### config.mk
export PLATFORM = sky130hd
export DESIGN_NAME = speed_step_and_run_command_select
export DESIGN_NICKNAME = d
export VERILOG_FILES = /design/src/logic/pin_sync.v /design/src/logic/speed_step_and_run_command_select.v
export VERILOG_INCLUDE_DIRS = /design/src /design/src/logic
export SDC_FILE = /design/constraint.sdc
export NUM_CORES = 1
export LEC_CHECK = 0
export BUFFER_PORTS_ARGS = -buffer_cell sky130_fd_sc_hd__buf_2
export CAP_MARGIN = 20
export CORE_AREA = 2 2 164 166
export DETAILED_ROUTE_END_ITERATION = 7
export DIE_AREA = 0 0 166 168
export HOLD_SLACK_MARGIN = 0.06
export PLACE_DENSITY_LB_ADDON = 0.05
export SYNTH_ARGS = -nofsm -noshare
export SYNTH_HDL_FRONTEND = slang
export SYNTH_HIERARCHICAL = 1
export SYNTH_SLANG_ARGS = --single-unit
### constraint.sdc
create_clock -name ref_clk -period 3.6 [get_ports ref_clk]
set_clock_uncertainty 0.2 [all_clocks]
set_input_delay 0.54 -clock ref_clk [delete_from_list [all_inputs] [get_ports ref_clk]]
set_output_delay 0.54 -clock ref_clk [all_outputs]
set_load 0.05 [all_outputs]
### src/logic/speed_run_defs.vh
// constants for the speed step and run command selector
// assumes a 100 MHz ref_clk
`ifndef SPEED_RUN_DEFS_VH
`define SPEED_RUN_DEFS_VH
`define FN_STEP_BIT1      5'h03
`define FN_STEP_BIT2      5'h04
`define FN_STEP_BIT3      5'h05
`define FN_JOG_SELECT     5'h06
`define FN_THREE_WIRE     5'h00
`define AUX_FN_SWITCH     5'h02
`define AN2_FN_ANALOG     5'h02
`define AN3_FN_ANALOG     5'h03
`define AN_FN_UNUSED      5'h1f
`define SPD_SRC_KEYPAD    3'h0
`define SPD_SRC_ANALOG    3'h1
`define RUN_SRC_KEYPAD    2'h0
`define RUN_SRC_TERMINAL  2'h1
`define RUN_SRC_SERIAL    2'h2
`define RUN_SRC_OPTION    2'h3
`define RUN_SRC_RESET     2'h1
`define REF_W             16
`define STEP_COUNT        17
`define STORED_COUNT      16
`define RUN_HOLD_MS       50
`define CLK_MHZ           100
`define RUN_HOLD_CYCLES   (`RUN_HOLD_MS * 1000 * `CLK_MHZ)
`endif

### src/logic/pin_sync.v
// three-stage synchroniser with agreement filter for one contact input
// assumes d comes from outside the ref_clk domain
`timescale 1ns/1ps
module pin_sync (
  input  wire ref_clk,
  input  wire rst,
  input  wire d,
  output reg  q
);
  reg s1_q;
  reg s2_q;
  reg s3_q;
  always @(posedge ref_clk) begin
    if (rst) begin
      s1_q <= 1'b0;
      s2_q <= 1'b0;
      s3_q <= 1'b0;
      q    <= 1'b0;
    end else begin
      s1_q <= d;
      s2_q <= s1_q;
      s3_q <= s2_q;
      if (s2_q == s3_q) begin
        q <= s3_q;
      end
    end
  end
endmodule

### src/logic/speed_step_and_run_command_select.v
// speed step and run command selector of a motor drive
// assumes configuration ports are static while running; contacts are asynchronous
//
// What this block does
// - nine speeds: the first eight of sixteen stored references plus one jog reference.
// - input function codes 3, 4, 5 make step bits 1, 2, 3.
// - function code 6 is jog select; jog wins over step bits.
// - step bits form binary index, bit 1 lowest; all off is reference 1.
// - analog function 2 lets step bit 1 switch master and auxiliary.
// - step 1 uses first analog when speed source 1, stored when 0.
// - step 2 uses second analog when its function is 2, stored at 1F.
// - step 3 uses third analog when its function is 3, stored at 1F.
// - run source 0..3, default 1: keypad, terminals, serial, option card.
// - run source 0 takes run, stop, jog, direction only from keypad.
// - two-wire: run forward while first run input alone on, stop when off or both on.
// - two-wire: run reverse while second run input alone on, stop when off or both on.
// - any input with code 0 selects three-wire run, stop, direction.
// - three-wire initialisation puts direction function on input 3.
// - run held long enough stays latched after the input returns off.
// - with analog function 2 and step bits 2, 3 off: master reference while step bit 1 off, auxiliary while on.
`timescale 1ns/1ps
`include "speed_run_defs.vh"
module speed_step_and_run_command_select #(
  parameter RUN_HOLD_CYCLES = `RUN_HOLD_CYCLES
) (
  input  wire                       ref_clk,
  input  wire                       rst,
  input  wire                       run_fwd_input,
  input  wire                       run_rev_or_stop_input,
  input  wire                       multi_input3,
  input  wire                       multi_input4,
  input  wire                       step_bit1_input,
  input  wire                       step_bit2_input,
  input  wire                       step_bit3_input,
  input  wire                       jog_select_input,
  input  wire [4:0]                 input3_function_setting,
  input  wire [4:0]                 input4_function_setting,
  input  wire [4:0]                 input5_function_setting,
  input  wire [4:0]                 input6_function_setting,
  input  wire [4:0]                 input7_function_setting,
  input  wire [4:0]                 input8_function_setting,
  input  wire                       init_three_wire,
  input  wire [4:0]                 analog2_function_setting,
  input  wire [4:0]                 analog3_function_setting,
  input  wire [2:0]                 speed_source_setting,
  input  wire [1:0]                 run_source_setting,
  input  wire                       run_source_load,
  input  wire [`REF_W*16-1:0]       stored_speed_refs,
  input  wire [`REF_W-1:0]          jog_speed_ref,
  input  wire [`REF_W-1:0]          analog_in_first,
  input  wire [`REF_W-1:0]          analog_in_second,
  input  wire [`REF_W-1:0]          analog_in_third,
  input  wire                       key_run,
  input  wire                       key_stop,
  input  wire                       key_jog,
  input  wire                       key_dir_rev,
  input  wire                       serial_run,
  input  wire                       serial_rev,
  input  wire                       option_run,
  input  wire                       option_rev,
  output reg  [`REF_W-1:0]          speed_ref_out,
  output reg  [4:0]                 speed_step_out,
  output reg                        jog_active,
  output reg                        run_cmd,
  output reg                        dir_reverse,
  output reg                        three_wire_mode,
  output reg  [1:0]                 run_source_q,
  output reg  [4:0]                 input3_function_q
);
  //////////////////////////////////////////////////////////////////////////////
  // synchronised contacts
  wire s_fwd;
  wire s_rev;
  wire s_m3;
  wire s_m4;
  wire s_b1;
  wire s_b2;
  wire s_b3;
  wire s_jog;
  pin_sync u_fwd (.ref_clk(ref_clk), .rst(rst), .d(run_fwd_input), .q(s_fwd));
  pin_sync u_rev (.ref_clk(ref_clk), .rst(rst), .d(run_rev_or_stop_input), .q(s_rev));
  pin_sync u_m3  (.ref_clk(ref_clk), .rst(rst), .d(multi_input3), .q(s_m3));
  pin_sync u_m4  (.ref_clk(ref_clk), .rst(rst), .d(multi_input4), .q(s_m4));
  pin_sync u_b1  (.ref_clk(ref_clk), .rst(rst), .d(step_bit1_input), .q(s_b1));
  pin_sync u_b2  (.ref_clk(ref_clk), .rst(rst), .d(step_bit2_input), .q(s_b2));
  pin_sync u_b3  (.ref_clk(ref_clk), .rst(rst), .d(step_bit3_input), .q(s_b3));
  pin_sync u_jog (.ref_clk(ref_clk), .rst(rst), .d(jog_select_input), .q(s_jog));

  // level of the function code among the six terminals
  function fn_level;
    input [4:0] code;
    input [4:0] f3, f4, f5, f6, f7, f8;
    input       l3, l4, l5, l6, l7, l8;
    begin
      fn_level = (f3 == code && l3) | (f4 == code && l4) | (f5 == code && l5) |
                 (f6 == code && l6) | (f7 == code && l7) | (f8 == code && l8);
    end
  endfunction

  function fn_used;
    input [4:0] code;
    input [4:0] f3, f4, f5, f6, f7, f8;
    begin
      fn_used = (f3 == code) | (f4 == code) | (f5 == code) |
                (f6 == code) | (f7 == code) | (f8 == code);
    end
  endfunction

  //////////////////////////////////////////////////////////////////////////////
  // speed selection
  wire bit1 = fn_level(`FN_STEP_BIT1, input3_function_q, input4_function_setting,
    input5_function_setting, input6_function_setting, input7_function_setting,
    input8_function_setting, s_m3, s_m4, s_b1, s_b2, s_b3, s_jog);
  wire bit2 = fn_level(`FN_STEP_BIT2, input3_function_q, input4_function_setting,
    input5_function_setting, input6_function_setting, input7_function_setting,
    input8_function_setting, s_m3, s_m4, s_b1, s_b2, s_b3, s_jog);
  wire bit3 = fn_level(`FN_STEP_BIT3, input3_function_q, input4_function_setting,
    input5_function_setting, input6_function_setting, input7_function_setting,
    input8_function_setting, s_m3, s_m4, s_b1, s_b2, s_b3, s_jog);
  wire jog_sel = fn_level(`FN_JOG_SELECT, input3_function_q, input4_function_setting,
    input5_function_setting, input6_function_setting, input7_function_setting,
    input8_function_setting, s_m3, s_m4, s_b1, s_b2, s_b3, s_jog);
  wire three_wire = fn_used(`FN_THREE_WIRE, input3_function_q, input4_function_setting,
    input5_function_setting, input6_function_setting, input7_function_setting,
    input8_function_setting);
  wire dir_in = fn_level(`FN_THREE_WIRE, input3_function_q, input4_function_setting,
    input5_function_setting, input6_function_setting, input7_function_setting,
    input8_function_setting, s_m3, s_m4, s_b1, s_b2, s_b3, s_jog);

  wire [3:0] idx = {1'b0, bit3, bit2, bit1};
  reg  [`REF_W-1:0] ref_d;
  reg  [4:0]        step_d;

  always @* begin
    ref_d  = stored_speed_refs[idx*`REF_W +: `REF_W];
    step_d = {1'b0, idx};
    if (jog_sel) begin
      ref_d  = jog_speed_ref;
      step_d = 5'h10;
    end else if (analog2_function_setting == `AUX_FN_SWITCH && !bit2 && !bit3) begin
      // master while bit 1 off, auxiliary while on
      if (bit1) begin
        ref_d = analog_in_second;
      end else if (speed_source_setting == `SPD_SRC_ANALOG) begin
        ref_d = analog_in_first;
      end
    end else if (idx == 4'h0) begin
      if (speed_source_setting == `SPD_SRC_ANALOG) begin
        ref_d = analog_in_first;
      end
    end else if (idx == 4'h1) begin
      if (analog2_function_setting == `AN2_FN_ANALOG) begin
        ref_d = analog_in_second;
      end
    end else if (idx == 4'h2) begin
      if (analog3_function_setting == `AN3_FN_ANALOG) begin
        ref_d = analog_in_third;
      end
    end
  end

  //////////////////////////////////////////////////////////////////////////////
  // run command source and sequences
  localparam [31:0] HOLD_LAST = RUN_HOLD_CYCLES - 1;
  reg  [31:0] hold_cnt_q;
  reg         latch_q;
  reg         run_d;
  reg         rev_d;
  wire        hold_done = (hold_cnt_q == HOLD_LAST);
  reg         key_latch_q;
  wire        key_latch_d = (key_latch_q | key_run) & ~key_stop;

  always @(posedge ref_clk) begin
    if (rst) begin
      hold_cnt_q <= 32'h0;
      latch_q    <= 1'b0;
    end else if (!three_wire || !s_rev) begin
      hold_cnt_q <= 32'h0;
      latch_q    <= 1'b0;
    end else if (s_fwd) begin
      if (hold_done) begin
        latch_q <= 1'b1;
      end else begin
        hold_cnt_q <= hold_cnt_q + 32'h1;
      end
    end else begin
      hold_cnt_q <= 32'h0;
    end
  end

  // keypad latch holds only what the keys set, so a run from another source is not kept
  always @(posedge ref_clk) begin
    if (rst || run_source_q != `RUN_SRC_KEYPAD) begin
      key_latch_q <= 1'b0;
    end else begin
      key_latch_q <= key_latch_d;
    end
  end

  always @* begin
    run_d = 1'b0;
    rev_d = dir_reverse;
    case (run_source_q)
      `RUN_SRC_KEYPAD: begin
        run_d = (key_latch_d | key_jog) & ~key_stop;
        rev_d = key_dir_rev;
      end
      `RUN_SRC_TERMINAL: begin
        if (three_wire) begin
          run_d = latch_q;
          rev_d = dir_in;
        end else if (s_fwd && !s_rev) begin
          run_d = 1'b1;
          rev_d = 1'b0;
        end else if (s_rev && !s_fwd) begin
          run_d = 1'b1;
          rev_d = 1'b1;
        end
      end
      `RUN_SRC_SERIAL: begin
        run_d = serial_run;
        rev_d = serial_rev;
      end
      `RUN_SRC_OPTION: begin
        run_d = option_run;
        rev_d = option_rev;
      end
      default: begin
        run_d = 1'b0;
      end
    endcase
  end

  always @(posedge ref_clk) begin
    if (rst) begin
      speed_ref_out     <= {`REF_W{1'b0}};
      speed_step_out    <= 5'h00;
      jog_active        <= 1'b0;
      run_cmd           <= 1'b0;
      dir_reverse       <= 1'b0;
      three_wire_mode   <= 1'b0;
      run_source_q      <= `RUN_SRC_RESET;
      input3_function_q <= `FN_STEP_BIT1;
    end else begin
      speed_ref_out   <= ref_d;
      speed_step_out  <= step_d;
      jog_active      <= jog_sel;
      run_cmd         <= run_d;
      dir_reverse     <= rev_d;
      three_wire_mode <= three_wire;
      if (run_source_load) begin
        run_source_q <= run_source_setting;
      end
      if (init_three_wire) begin
        input3_function_q <= `FN_THREE_WIRE;
      end else begin
        input3_function_q <= input3_function_setting;
      end
    end
  end
endmodule

---- After elaboration in Yosys (flattened, before gate mapping) ----
Cells that the tools add are included.
storage, ports and cells
  bits in registers ....................... 98
  latch bits .............................. 0
  memory bits (writable) .................. 0
  memory bits (read-only) ................. 0
  input bits .............................. 385
  output and inout bits ................... 32
  word-level logic and storage cells ...... 199
  memories kept ........................... 0
operators by class
  add/sub/neg operators ................... 1
  multipliers ............................. 0
  divide/modulo/power cells ............... 0
  order comparisons ....................... 0
  eq/ne operators ......................... 42
  shifts and indexed selects .............. 1
  muxes and demuxes ....................... 19
  bitwise logic cells ..................... 36
  reductions and logical operators ........ 55
operator list
  cell                                                                count
  256-bit by 8-bit indexed part select with 16-bit output             1
  16-bit 2-to-1 mux                                                   9
  5-bit by 3-bit == test with 1-bit output (second input constant)    18
  5-bit by 2-bit == test with 1-bit output (second input constant)    8
  1-bit logical AND                                                   34
  32-bit by 1-bit adder with 32-bit output (second input constant)    1
  32-bit by 23-bit == test with 1-bit output (second input constant)  1
  1-bit OR                                                            32
  5-bit logical NOT                                                   6
  1-bit == test                                                       8
  1-bit one-hot mux with 4 select lines                               2
  3-bit by 1-bit == test with 1-bit output (second input constant)    2
  1-bit 2-to-1 mux                                                    6
  2-bit OR reduction                                                  3
  1-bit logical NOT                                                   5
  5-bit 2-to-1 mux                                                    1
  2-bit == test (second input constant)                               2
  4-bit logical NOT                                                   1
  4-bit inequality test (second input constant)                       1
  3-bit by 2-bit == test with 1-bit output (second input constant)    1
  3-bit OR reduction                                                  1
  1-bit AND                                                           2
  2-bit by 1-bit == test with 1-bit output (second input constant)    1
  2-bit logical NOT                                                   1
  5 further kinds                                                     7

---- Depth between registers and ports, before layout ----
  word-level depth ........................ 14
  gate-level depth with buffers ........... 10
  depth with buffers taken out ............ 7

---- Hierarchy ----
Netlist, hierarchy kept.
by module, submodules not included
  module                             times used  cells each  area an instance (sq um)  seq. area each (sq um)
  speed_step_and_run_command_select  1           574         4,817.1                   1,281.2
  pin_sync                           8           10          112.6                     80.1

---- Least setup slack after synthesis ----
OpenSTA, ideal clock, no wires.
  kind .................................... register to register
  start ................................... register input3_function_q[4]
  end ..................................... register speed_ref_out[13]
  library setup time ...................... 0.122 ns
  arrival time ............................ 2.125 ns
  required time ........................... 3.278 ns
  setup slack ............................. 1.153 ns
  stages on the path, launching flop included .. 9
  buffers on the path ..................... 1
  clock period less this slack ............ 2.447 ns
  cell sequence ........................... dfxtp_1 > and4bb_4 > a22oi_4 > and4_4 > buf_6 > mux2i_1 > nor2_1 > o21a_1 > a221o_1
between the ends
  word-level cells in the longest chain between the ends .. 14
  elaborated cells on any way between the ends .. 45
  those cells by class .................... 6 x eq/ne; 1 x shift; 9 x mux; 20 x bitwise; 9 x reduce/logical
RTL lines
  element                                                                                               RTL line                                 source
  start, declared                                                                                       speed_step_and_run_command_select.v:68   output reg [4:0] input3_function_q
  start signal, assigned                                                                                speed_step_and_run_command_select.v:243  input3_function_q <= `FN_STEP_BIT1;
  start signal, assigned                                                                                speed_step_and_run_command_select.v:255  input3_function_q <= `FN_THREE_WIRE;
  start signal, assigned                                                                                speed_step_and_run_command_select.v:257  input3_function_q <= input3_function_setting;
  5-bit by 2-bit == test with 1-bit output or 5-bit by 3-bit == test with 1-bit output (tied branches)  speed_step_and_run_command_select.v:95   fn_level = (f3 == code && l3) | (f4 == code && l4) | (f5 == code && l5) |
  1-bit logical AND                                                                                     speed_step_and_run_command_select.v:95
  1-bit OR (3 in series)                                                                                speed_step_and_run_command_select.v:95
  1-bit OR (2 in series)                                                                                speed_step_and_run_command_select.v:96   (f6 == code && l6) | (f7 == code && l7) | (f8 == code && l8);
  256-bit by 8-bit indexed part select with 16-bit output                                               speed_step_and_run_command_select.v:135  ref_d = stored_speed_refs[idx*`REF_W +: `REF_W];
  16-bit 2-to-1 mux                                                                                     speed_step_and_run_command_select.v:156  if (analog3_function_setting == `AN3_FN_ANALOG) begin
  16-bit 2-to-1 mux                                                                                     speed_step_and_run_command_select.v:155  end else if (idx == 4'h2) begin
  16-bit 2-to-1 mux                                                                                     speed_step_and_run_command_select.v:151  end else if (idx == 4'h1) begin
  16-bit 2-to-1 mux                                                                                     speed_step_and_run_command_select.v:147  end else if (idx == 4'h0) begin
  16-bit 2-to-1 mux                                                                                     speed_step_and_run_command_select.v:140  end else if (analog2_function_setting == `AUX_FN_SWITCH && !bit2 && !bit3) begin
  16-bit 2-to-1 mux *                                                                                   speed_step_and_run_command_select.v:137  if (jog_sel) begin
  end signal, assigned                                                                                  speed_step_and_run_command_select.v:236  speed_ref_out <= {`REF_W{1'b0}};
  end signal, assigned                                                                                  speed_step_and_run_command_select.v:245  speed_ref_out <= ref_d;
  end, declared                                                                                         speed_step_and_run_command_select.v:61   output reg [`REF_W-1:0] speed_ref_out,
Mark *: on every way between the ends. The rest lies on a longest branch, timed or not.
A chain may end at the register's enable or synchronous reset.

---- Worst setup path after layout ----
  start ................................... register input3_function_q[3]
  end ..................................... register speed_ref_out[8]
The elaborated chain is that of the path after synthesis.

==> results.yml <==
status:
  status: "finished, final reports clean"
yosys:
  yosys_register_bits: 96
  postSynth.asyncResetShare_pct: 0
  synth_fp_nets: 1042
  syn_inst: 654
  synthTopCellsByArea: "dfxtp_1 34%, mux2i_1 15%, nor2_1 5.7%, nand2_1 4.1%, nor2b_1 4.0%"
  avgSynthCellArea_um2: 8.74
  synth_ff_type: "dfxtp_1"
  synth-edff-count: 0
  seq_area_frac_synth_pct: 33.6
  synth_area_um2: 5720
  yosysMostFrequentCell: "dfxtp_1"
  synthTopCellsByCount: "96 x dfxtp_1, 87 x nor2_1, 86 x mux2i_1"
  synth_top_area_share_pct: 33.6
  synth.distinct_cells: 65
  ys_warn_count: 6
  synth_top_cell_by_area: "dfxtp_1"
power:
  seq_power_share_pct: 43.9
  p_switching_mw: 0.703
  internal-power_mw: 1.82
  vdd.ir_drop.worst_v: 0.000215
  total_power_mw: 2.53
  pwr-share-clk_pct: 40.0
  sw_frac_of_total_pct: 27.8
  p_leak_nw: 3.55
  power_density_nw_per_um2: 324
  p_comb_share_pct: 16.1
global_route:
  grt_pass1_vias: 5622
  gr-usage-all-layers_pct: 15.9
  grt_max_degree: 30
  overflow: 0
  grt_first_pass_wirelength_mm: 34.0
  grt_antenna_before_repair: 0
clocking:
  clock_sinks: 96
  clock_latency_ns: 0.36
  cts_buffer_depth: 2
  cts_root_buffer: "clkbuf_16"
  clkSlewWorstSetupHoldPaths_ns: 0.08
  cts_resized: 0
  cts_setup_buffers: 0
  cts.htree.levels: 3
  holdBufCountCts: 0
  cts_made_buffers: 9
  cts_tree: "yes"
detailed_routing:
  drtPass1Iterations: 5
  totalWireLength_mm: 22.6
  vias_per_cell: 4.35
  drc: 0
  post_drt_wl_per_cell_um: 17.6
  vias: 5576
  ant_nets: 0
  first_iter_violations: 246
floorplan:
  die_x_um: 166
  ios: 417
  die_area_um2: 27900
  rows: 60
  start_util_pct: 21.7
  die_h_um: 168
  core_um2: 26400
critical_path:
  reg2regPathDepth: 8
  cp.arrival_ns: 2.71
  reg2reg_from: "input3_function_q[3]"
  worstPathRequired_ns: 3.65
  crit_type: "reg -> reg"
  startpoint_type: "register"
  critPathMaxFanout: 13
  cp-end-kind: "register"
  rrSetupSlack_ns: 0.94
  timing.rr.end: "speed_ref_out[8]"
min_path:
  min_path_type: "in -> reg"
  hold_depth: 2
  hold_end: "key_latch_q"
  hp-start: "key_stop"
final_layout:
  layout-drive-gt1-share_pct: 37.2
  utilization_pct: 29.6
  syn2layout_area_growth_pct: 36.4
  multi_input_comb_area_um2: 3550
  regArea_um2: 1920
  fillerInstances: 2871
  nNetsFinal: 1325
  n_antenna_cell: 0
timing:
  fin_hold_ws_ns: 0.164
  tns_ns: 0
  tightest_slew_ns: 0.705
  min_period_ns: 2.66
  report.final.slew_viol_count: 0
  clock.fmax_ghz: 0.376
  relSlewSlack_pct: 52.6
  hold_violations: 0
  finalCritPeriodShare_pct: 73.8
  rsz0062_at_grt: "false"
  fin_ws_ns: 0.943
  final-setup-viol-count: 0
job:
  max-cap-violations: 0
placed_design:
  place.gp.congestion: 0.758
  io_buffers: 287
  post-place-ws_ns: 0.621
  dp_hpwl_mm: 18.5
[registers in the layout (all words and copies together), names as in the netlist, 2 cells and up]
name / flops
speed_ref_out: 16
input3_function_q: 5
hold_cnt_q: 32
run_source_q: 2
speed_step_out: 4
[worst max-delay path by stage]
stage                          startpoint                end  slack, ns  cells after the start
2_1_floorplan        input3_function_q[4]  speed_ref_out[13]       1.15                      8
3_3_place_gp   input4_function_setting[1]      hold_cnt_q[7]       0.56                      9
3_5_place_dp   input4_function_setting[1]      hold_cnt_q[6]       0.62                      9
4_1_cts                            u_m4/q   speed_ref_out[8]       0.91                      8
5_1_grt              input3_function_q[3]   speed_ref_out[4]       0.69                      8
6_report             input3_function_q[3]   speed_ref_out[8]       0.94                      8
[cell type report]
class	instances	area share (%)
well taps	341	5.47
repair buffers	301	19.9
flip-flops and latches	96	24.6
clock inverters	6	0.882
clock buffers	10	2.94
multi-input cells	516	45.5
inverters	13	0.626
[logic make-up after synthesis]
logic type	Yosys count	synth area share, %
multiplexers	88	15.4
flip-flops	96	33.6
adder cells (fa/ha/maj)	3	0.657
AO/OA/AOI/OAI	104	13.5
other	1	0.0656
XOR/XNOR	31	4.75
AND/OR/NAND/NOR	289	27.5
buffers and inverters	42	4.49
[metal layers]
layer | wire, um | global-route usage [%] | vias up
met5 | 0 | 0 | -
met4 | 271 | 3.74 | 0
met3 | 1160 | 3.20 | 17
met2 | 10600 | 26.6 | 177
met1 | 10600 | 21.2 | 2480
li1 | - | - | 2902
[critical path, cell delays in order, from the launching register on]
cell and delay, ns:
dfxtp_1 0.44, nor2b_1 0.07, nand4_1 0.12, and4_1 0.50, nand2_1 0.45, buf_4 0.33
nand2_1 0.08, a31oi_1 0.09, a32o_1 0.27
[through the flow]
stage / instance area [um2] / instances
after floorplan: 5720 / 654
after global placement: 7500 / 1267
after detailed placement: 7500 / 1267
after CTS: 7800 / 1283
after global routing: 7800 / 1283
final: 7800 / 1283
[cells in the final DEF, fill, tap and decap left out, types with 4 or more instances in the layout]
| master | instances |
|---|---|
| nor2b_1 | 37 |
| xnor2_1 | 18 |
| buf_4 | 13 |
| a21oi_1 | 18 |
| nor3_1 | 11 |
| nor4_4 | 4 |
| o21ai_0 | 17 |
| a2bb2oi_1 | 6 |
| nand2_1 | 62 |
| nor2_1 | 86 |
| a32oi_1 | 5 |
| a211oi_1 | 8 |
| a32o_1 | 6 |
| xor2_1 | 13 |
| and3_1 | 6 |
| a221o_1 | 9 |
| and4bb_2 | 4 |
| o21ai_1 | 8 |
| nand4_1 | 12 |
| clkbuf_16 | 9 |
| nand3_1 | 31 |
| dfxtp_1 | 96 |
| inv_1 | 13 |
| mux2i_1 | 86 |
| and2_1 | 4 |
| a31oi_1 | 6 |
| buf_2 | 287 |
[power by group through the flow]
| stage | logic, mW | registers (mW) | clock network [mW] |
|---|---|---|---|
| after floorplan | 0.134 | 1.19 | 0 |
| after global routing | 0.448 | 1.11 | 1.09 |
| final | 0.408 | 1.11 | 1.01 |
| after CTS | 0.415 | 1.11 | 1.06 |
| after global placement | 0.412 | 1.13 | 0 |
| after detailed placement | 0.413 | 1.13 | 0 |
Power figures use the tool's default switching activity.
